$ cat src/inc/smv_map.svh
`ifndef SMV_MAP_SVH
`define SMV_MAP_SVH

// Register regions, inclusive bounds
`define SMV_DIRECT_LO 16'h0000
`define SMV_DIRECT_HI 16'h005f
`define SMV_HIGH_LO 16'h1800
`define SMV_HIGH_HI 16'h184f
`define SMV_NVREG_LO 16'hffb0
`define SMV_NVREG_HI 16'hffbf

// Vector high-byte addresses, low byte follows at +1
`define SMV_VEC_RESET 16'hfffe
`define SMV_VEC_SWTRAP 16'hfffc
`define SMV_VEC_LOWSUP 16'hfffa
`define SMV_VEC_EXTREQ 16'hfff8
`define SMV_VEC_T1CH0 16'hfff4
`define SMV_VEC_T1CH1 16'hfff2
`define SMV_VEC_T1OVF 16'hfff0
`define SMV_VEC_T2CH0 16'hffee
`define SMV_VEC_T2OVF 16'hffea
`define SMV_VEC_KEYPAD 16'hffda
`define SMV_VEC_CONV 16'hffd8
`define SMV_VEC_WAKE 16'hffd0

// Free vector space, ordinary program storage
`define SMV_FREE_LO 16'hffc0
`define SMV_FREE_HI 16'hffcf
// Reserved vector slots
`define SMV_RSV_LO 16'hffd2
`define SMV_RSV_HI 16'hfff7

`endif

$ cat src/inc/smv_pkg.sv
package smv_pkg;

    // Power state of one on-chip unit
    typedef enum logic [1:0] {
        SMV_PWR_ON,
        SMV_PWR_STANDBY,
        SMV_PWR_OFF
    } smv_pwr_type;

    // Operating mode of the device
    typedef enum logic [1:0] {
        SMV_RUN,
        SMV_STOP2,
        SMV_STOP3
    } smv_mode_type;

    // Interrupt sources, one-hot input vector positions
    typedef enum logic [3:0] {
        SMV_SRC_RESET,
        SMV_SRC_SWTRAP,
        SMV_SRC_LOWSUP,
        SMV_SRC_EXTREQ,
        SMV_SRC_T1CH0,
        SMV_SRC_T1CH1,
        SMV_SRC_T1OVF,
        SMV_SRC_T2CH0,
        SMV_SRC_T2OVF,
        SMV_SRC_KEYPAD,
        SMV_SRC_CONV,
        SMV_SRC_WAKE
    } smv_src_type;

    // Power state of every unit while stopped
    typedef struct packed {
        smv_pwr_type core;
        smv_pwr_type ram;
        smv_pwr_type flash;
        smv_pwr_type ports;
        smv_pwr_type converter;
        smv_pwr_type clock_gen;
        smv_pwr_type timers;
        smv_pwr_type regulator;
        smv_pwr_type wake_timer;
        logic pins_held;
    } smv_power_type;

    // Region hits of the address decoder
    typedef struct packed {
        logic direct;
        logic high;
        logic nvreg;
    } smv_region_type;

endpackage : smv_pkg

$ cat src/design/smv_stop_vector.sv
`timescale 1ns/1ps
`default_nettype none
`include "smv_map.svh"

// Function
// RULE1 - Detector raises interrupt or reset per configuration
// RULE2 - Detector on in stop keeps regulator active
// RULE3 - Stop2 request becomes stop3 when detector on
// RULE4 - Stop3 with detector: standby units, regulator active
// RULE5 - Stop mode halts all peripheral clocks
// RULE6 - Debug enable never keeps peripheral clocks running
// RULE7 - Stop2 powers off core, flash, ports, clocks
// RULE8 - Stop3 standby; converter on only with conditions
// RULE9 - Decode direct, high and nonvolatile register regions
// RULE10 - Fixed vector addresses, high byte first
// RULE11 - No source uses 0xffc0 to 0xffcf
// RULE12 - Never fetch reserved vector slots
module smv_stop_vector
    import smv_pkg::*;
(
    input wire logic mclk,
    input wire logic reset,
    input wire logic supply_low,
    input wire logic supply_detector_enable,
    input wire logic supply_detector_stop_enable,
    input wire logic supply_detector_reset_select,
    input wire logic partial_powerdown_select,
    input wire logic debug_mode_enable,
    input wire logic clock_gen_stop_enable,
    input wire logic converter_async_clock,
    input wire logic wake_timer_stop_enable,
    input wire logic stop_request,
    input wire logic wake_event,
    input wire logic [11:0] irq_pending,
    input wire logic vector_req,
    input wire logic [15:0] bus_addr,
    output logic supply_irq,
    output logic supply_reset,
    output smv_mode_type stop_mode,
    output logic periph_clk_en,
    output logic debug_clk_en,
    output smv_power_type power,
    output smv_region_type region,
    output logic vector_valid,
    output logic [15:0] vector_addr,
    output logic vector_hi_first
);

    // ************************************************************
    // Synchronisers for pin-level inputs
    // ************************************************************
    logic [1:0] low_sync_reg;
    logic supply_low_s;

    // Supply comparator is asynchronous to the bus clock
    always_ff @(posedge mclk) begin
        if (reset) begin
            low_sync_reg <= 2'h0;
        end else begin
            low_sync_reg <= {low_sync_reg[0], supply_low};
        end
    end
    assign supply_low_s = low_sync_reg[1];

    // ************************************************************
    // Low supply detector response
    // ************************************************************
    wire detect_active = supply_detector_enable & supply_low_s;
    logic supply_irq_reg;
    logic supply_reset_reg;

    // Reset or interrupt chosen by configuration, held while low
    always_ff @(posedge mclk) begin
        if (reset) begin
            supply_irq_reg <= 1'b0;
            supply_reset_reg <= 1'b0;
        end else begin
            supply_irq_reg <= detect_active & ~supply_detector_reset_select;
            supply_reset_reg <= detect_active & supply_detector_reset_select;
        end
    end
    assign supply_irq = supply_irq_reg; // RULE1
    assign supply_reset = supply_reset_reg; // RULE1

    // ************************************************************
    // Stop mode selection
    // ************************************************************
    wire det_in_stop = supply_detector_enable & supply_detector_stop_enable;
    // Debug also forbids the deep stop, since it needs the regulator
    wire deep_ok = partial_powerdown_select & ~det_in_stop
                   & ~debug_mode_enable; // RULE3
    smv_mode_type mode_reg;
    smv_mode_type mode_next;
    logic det_stop_reg;

    always_comb begin
        mode_next = mode_reg;
        unique case (mode_reg)
            SMV_RUN: begin
                if (stop_request) begin
                    mode_next = deep_ok ? SMV_STOP2 : SMV_STOP3; // RULE3
                end
            end
            SMV_STOP2, SMV_STOP3: begin
                if (wake_event) begin
                    mode_next = SMV_RUN;
                end
            end
            default: mode_next = SMV_RUN;
        endcase
    end

    // Detector setting latched on stop entry; it shapes the stop3 map
    always_ff @(posedge mclk) begin
        if (reset) begin
            mode_reg <= SMV_RUN;
            det_stop_reg <= 1'b0;
        end else begin
            mode_reg <= mode_next;
            if (mode_reg == SMV_RUN && stop_request) begin
                det_stop_reg <= det_in_stop;
            end
        end
    end
    assign stop_mode = mode_reg;

    // ************************************************************
    // Clock gating and power map
    // ************************************************************
    wire stopped = (mode_reg != SMV_RUN);
    // Peripherals stop regardless of debug, to save power
    assign periph_clk_en = ~stopped; // RULE5 RULE6
    assign debug_clk_en = ~stopped | debug_mode_enable;

    wire conv_on = converter_async_clock & det_stop_reg; // RULE8
    wire reg_active = det_stop_reg | debug_mode_enable; // RULE2

    always_comb begin
        power = '{SMV_PWR_ON, SMV_PWR_ON, SMV_PWR_ON, SMV_PWR_ON,
                  SMV_PWR_ON, SMV_PWR_ON, SMV_PWR_ON, SMV_PWR_ON,
                  SMV_PWR_ON, 1'b0};
        if (mode_reg == SMV_STOP2) begin
            power.core = SMV_PWR_OFF; // RULE7
            power.ram = SMV_PWR_STANDBY;
            power.flash = SMV_PWR_OFF;
            power.ports = SMV_PWR_OFF;
            power.converter = SMV_PWR_OFF;
            power.clock_gen = SMV_PWR_OFF;
            power.timers = SMV_PWR_OFF;
            power.regulator = SMV_PWR_STANDBY;
            power.wake_timer = wake_timer_stop_enable ? SMV_PWR_ON
                                                      : SMV_PWR_OFF;
            power.pins_held = 1'b1;
        end else if (mode_reg == SMV_STOP3) begin
            power.core = SMV_PWR_STANDBY; // RULE8 RULE4
            power.ram = SMV_PWR_STANDBY;
            power.flash = SMV_PWR_STANDBY;
            power.ports = SMV_PWR_STANDBY;
            power.converter = conv_on ? SMV_PWR_ON : SMV_PWR_STANDBY;
            power.timers = SMV_PWR_STANDBY;
            // Clock source runs only when asked to, or for debug
            power.clock_gen = (clock_gen_stop_enable | debug_mode_enable)
                ? SMV_PWR_ON : (det_stop_reg ? SMV_PWR_OFF
                                             : SMV_PWR_STANDBY); // RULE4
            power.regulator = reg_active ? SMV_PWR_ON
                                         : SMV_PWR_STANDBY; // RULE2
            power.wake_timer = wake_timer_stop_enable ? SMV_PWR_ON
                                                      : SMV_PWR_STANDBY;
            power.pins_held = 1'b1;
        end
    end

    // ************************************************************
    // Register region decoder
    // ************************************************************
    function automatic logic in_range(input logic [15:0] a,
                                      input logic [15:0] lo,
                                      input logic [15:0] hi);
        in_range = (a >= lo) && (a <= hi);
    endfunction : in_range

    assign region.direct = in_range(bus_addr, `SMV_DIRECT_LO,
                                    `SMV_DIRECT_HI); // RULE9
    assign region.high = in_range(bus_addr, `SMV_HIGH_LO, `SMV_HIGH_HI);
    assign region.nvreg = in_range(bus_addr, `SMV_NVREG_LO,
                                   `SMV_NVREG_HI);

    // ************************************************************
    // Vector fetch
    // ************************************************************
    // Fixed priority: lowest index (reset) wins; the default branch gives the wake vector
    function automatic logic [15:0] vec_of(input logic [11:0] p);
        vec_of = 16'h0000;
        for (int i = 11; i >= 0; i--) begin
            if (p[i]) begin
                unique case (i)
                    0: vec_of = `SMV_VEC_RESET;
                    1: vec_of = `SMV_VEC_SWTRAP;
                    2: vec_of = `SMV_VEC_LOWSUP;
                    3: vec_of = `SMV_VEC_EXTREQ;
                    4: vec_of = `SMV_VEC_T1CH0;
                    5: vec_of = `SMV_VEC_T1CH1;
                    6: vec_of = `SMV_VEC_T1OVF;
                    7: vec_of = `SMV_VEC_T2CH0;
                    8: vec_of = `SMV_VEC_T2OVF;
                    9: vec_of = `SMV_VEC_KEYPAD;
                    10: vec_of = `SMV_VEC_CONV;
                    default: vec_of = `SMV_VEC_WAKE;
                endcase
            end
        end
    endfunction : vec_of

    logic vector_valid_reg;
    logic [15:0] vector_addr_reg;
    wire any_pending = |irq_pending;

    // Only table entries come out; free and reserved slots never do
    always_ff @(posedge mclk) begin
        if (reset) begin
            vector_valid_reg <= 1'b0;
            vector_addr_reg <= 16'h0000;
        end else begin
            vector_valid_reg <= vector_req & any_pending;
            if (vector_req & any_pending) begin
                vector_addr_reg <= vec_of(irq_pending); // RULE10 RULE11 RULE12
            end
        end
    end
    assign vector_valid = vector_valid_reg;
    assign vector_addr = vector_addr_reg;
    assign vector_hi_first = 1'b1; // RULE10
endmodule : smv_stop_vector
`default_nettype wire

$ cat config.mk
export PLATFORM = sky130hd
export DESIGN_NAME = smv_stop_vector
export DESIGN_NICKNAME = d
export VERILOG_FILES = /design/src/inc/smv_pkg.sv /design/src/design/smv_stop_vector.sv
export VERILOG_INCLUDE_DIRS = /design/src /design/src/inc
export SDC_FILE = /design/constraint.sdc
export NUM_CORES = 1
export LEC_CHECK = 0
export BUFFER_PORTS_ARGS = -buffer_cell sky130_fd_sc_hd__buf_2
export CORE_MARGIN = 2
export CORE_UTILIZATION = 37
export DETAILED_ROUTE_END_ITERATION = 10
export PLACE_DENSITY_LB_ADDON = 0.08
export SLEW_MARGIN = 20
export SYNTH_ARGS = -nofsm -noshare
export SYNTH_HDL_FRONTEND = slang
export SYNTH_SLANG_ARGS = --single-unit
$ cat constraint.sdc
create_clock -name mclk -period 1.5 [get_ports mclk]
set_input_delay 0.15 -clock mclk [delete_from_list [all_inputs] [get_ports mclk]]
set_output_delay 0.15 -clock mclk [all_outputs]
set_load 0.05 [all_outputs]
==> flow_summary.toml <==
[outcome]
violations = "negative setup slack"
status = "finished with violations"

[hold_path]
min_from = "supply_detector_reset_select"
hold_depth = 2
hold_class = "in2reg"

[detailed_routing]
routed-via-count = 1056
drtIter0Drc = 24
drt_pre_antenna_iters = 4
drtAntennaViolNets = 0
viasPerCell = 4.866
wire_per_inst_um = 11.70
drcViolationCount = 0
drt-total-wl_um = 2539

[grt]
grt_pass1_vias = 843
grt-ovfl-total = 0
grt_util_all_layers_pct = 15.63
grt_pass1_wl_um = 3450
antenna_found_initial = 0
grt_start_max_net_pins = 13

[clock_network]
cts_hold_buf = 0
htreeDepth = 1
clkSinkCount = 14
clock_latency_ns = 0.27
cts_buffers = 3
cts_tree = "done"
root_buffer = "clkbuf_4"
cts_max_path_buffers = 2
cts.clk_slew.worst_paths_ns = 0.08

[yosys]
syn_area_um2 = 960.9
synth_cell_types = 38
synth_top_flop_cell = "dfxtp_1"
synth_seq_cells = 14
synth-edff-count = 0
postSynthCellCount = 118
async_flop_share_pct = 0
synth_top_cell_by_area = "dfxtp_1"
synth_commonest_cells = "buf_4, dfxtp_1, nor2_1, a21oi_1, nand2_1"
yosysMostFrequentCell = "buf_4"
ys.warnings.count = 0
synth_seq_area_share_pct = 29.17
synth_top_area_share_pct = 29.17
syn_area_per_cell_um2 = 8.143
ys_top_cells_by_area = "dfxtp_1, buf_4, nor2_1, a21oi_1, ha_1"

[pwr]
p_leak_nw = 0.7413
p_per_area_nw_per_um2 = 842.2
power.total_mw = 1.282
vdd_drop_max_mv = 0.4478

[final_layout]
multi_input_area_um2 = 621.8
layout-drive-gt1-share_pct = 60.96
seq_area_um2 = 289.0
area_growth_pct = 58.46
largest_reg_flops = 6
n_fill_cell = 237
final_util_pct = 61.46
nNetsFinal = 233
antenna_cells = 0

[place]
pre_cts_slack_ns = 0.02834
dp_hpwl_um = 1989
port_buffers = 79
place_congestion = 0.7260

[setup_path]
cp.required_ns = 1.35
r2r-start = "stop_mode[1]"
path_class = "reg2out"
rrSetupSlack_ns = 0.10
startpoint_type = "flip-flop"
startpoint = "stop_mode[1]"
crit_path_max_fanout = 4
rr_worst_depth = 7
arrival_ns = 1.41
crit_path_end_kind = "primary output"

[timing]
slew_headroom_pct = 65.48
setup_viol = 3
fin_skew_ns = 0.001904
slew_viol_final = 0
hold_slack_ns = 0.03845
fin_ws_ns = -0.06365
hold_violations = 0
finalCriticalPeriod_ns = 1.564
worst_pin_slew_ns = 0.5138
clock.fmax_mhz = 639.5
rsz0062_at_grt = "yes"
timing.final.crit_share_pct = 104.2

[floorplan]
die_area_um2 = 3021
io-pin-count = 88
coreArea_um2 = 2477
die_height_um = 54.96
die_w_um = 54.96
initial_utilization_pct = 38.79
num_rows = 18

[flow_run]
drv_cap = 0
-- cell families (layout without fill, tap and decap cells) --
family	Yosys count	in the layout	synth area share [%]
and+or+nand+nor	47	47	28.26
buffers and inverters	28	95	19.14
AOI/OAI and AO/OA	24	24	18.75
other	2	4	0.7815
DFF	14	14	29.17
adders and majority gates	3	3	3.907
-- path summary, 6_finish.rpt --
path / to
worst max-delay path: power[7]
worst max register to register: stop_mode[1]
worst min register to register: low_sync_reg[1]
worst min-delay path: supply_irq
-- final cells by class --
cell class / count / area share, %
multi-input combinational: 78 / 40.84
timing repair buffer: 85 / 33.53
tap: 30 / 2.465
clock buffer: 4 / 2.383
inverter: 6 / 1.808
sequential: 14 / 18.98
-- power breakdown --
part           total [mW]  switching (mW)  internal, mW  leakage, nW
Clock               0.262           0.115         0.148       0.0210
Combinational       0.608           0.418         0.190        0.603
Sequential          0.412          0.0198         0.392        0.118
Total                1.28           0.553         0.730        0.741
-- layer usage --
metal  global-route usage (%)  routed length, µm  vias up
li1                         -                  -      528
met1                    18.94                986      472
met2                    27.58               1348       52
met3                    2.419                168        4
met4                    6.098                 36        0
met5                        0                  0        -
-- repair_timing --
item	in CTS	in global routing
buffers inserted	4	0
gates resized for setup	20	12
endpoints found under the setup margin	9	10
pin swaps	4	2
-- placed cells by master (no fill, tap or decap), types with 3 or more instances in the layout --
cell,count
clkbuf_4,3
ha_4,3
conb_1,4
inv_1,4
buf_2,69
nand2_1,8
a21oi_1,7
buf_4,6
buf_6,8
nor3_1,3
nor2_1,13
dfxtp_1,11
o21ai_0,3
-- stage by stage --
stage	instance area, µm²	setup TNS (ns)	cells
after global placement	1363	0	209
after detailed placement	1363	0	209
after floorplan	1076	-0.3211	120
after global routing	1523	-0.3433	217
after CTS	1481	-0.1087	217
final	1523	-0.1471	217
-- worst max-delay path: stages, from the launching register on --
cell and delay, ns:
dfxtp_4 0.39, inv_4 0.04, ha_4 0.15, nand2b_4 0.17
nor4_4 0.18, buf_6 0.20
(Power assumes the default switching activity.)
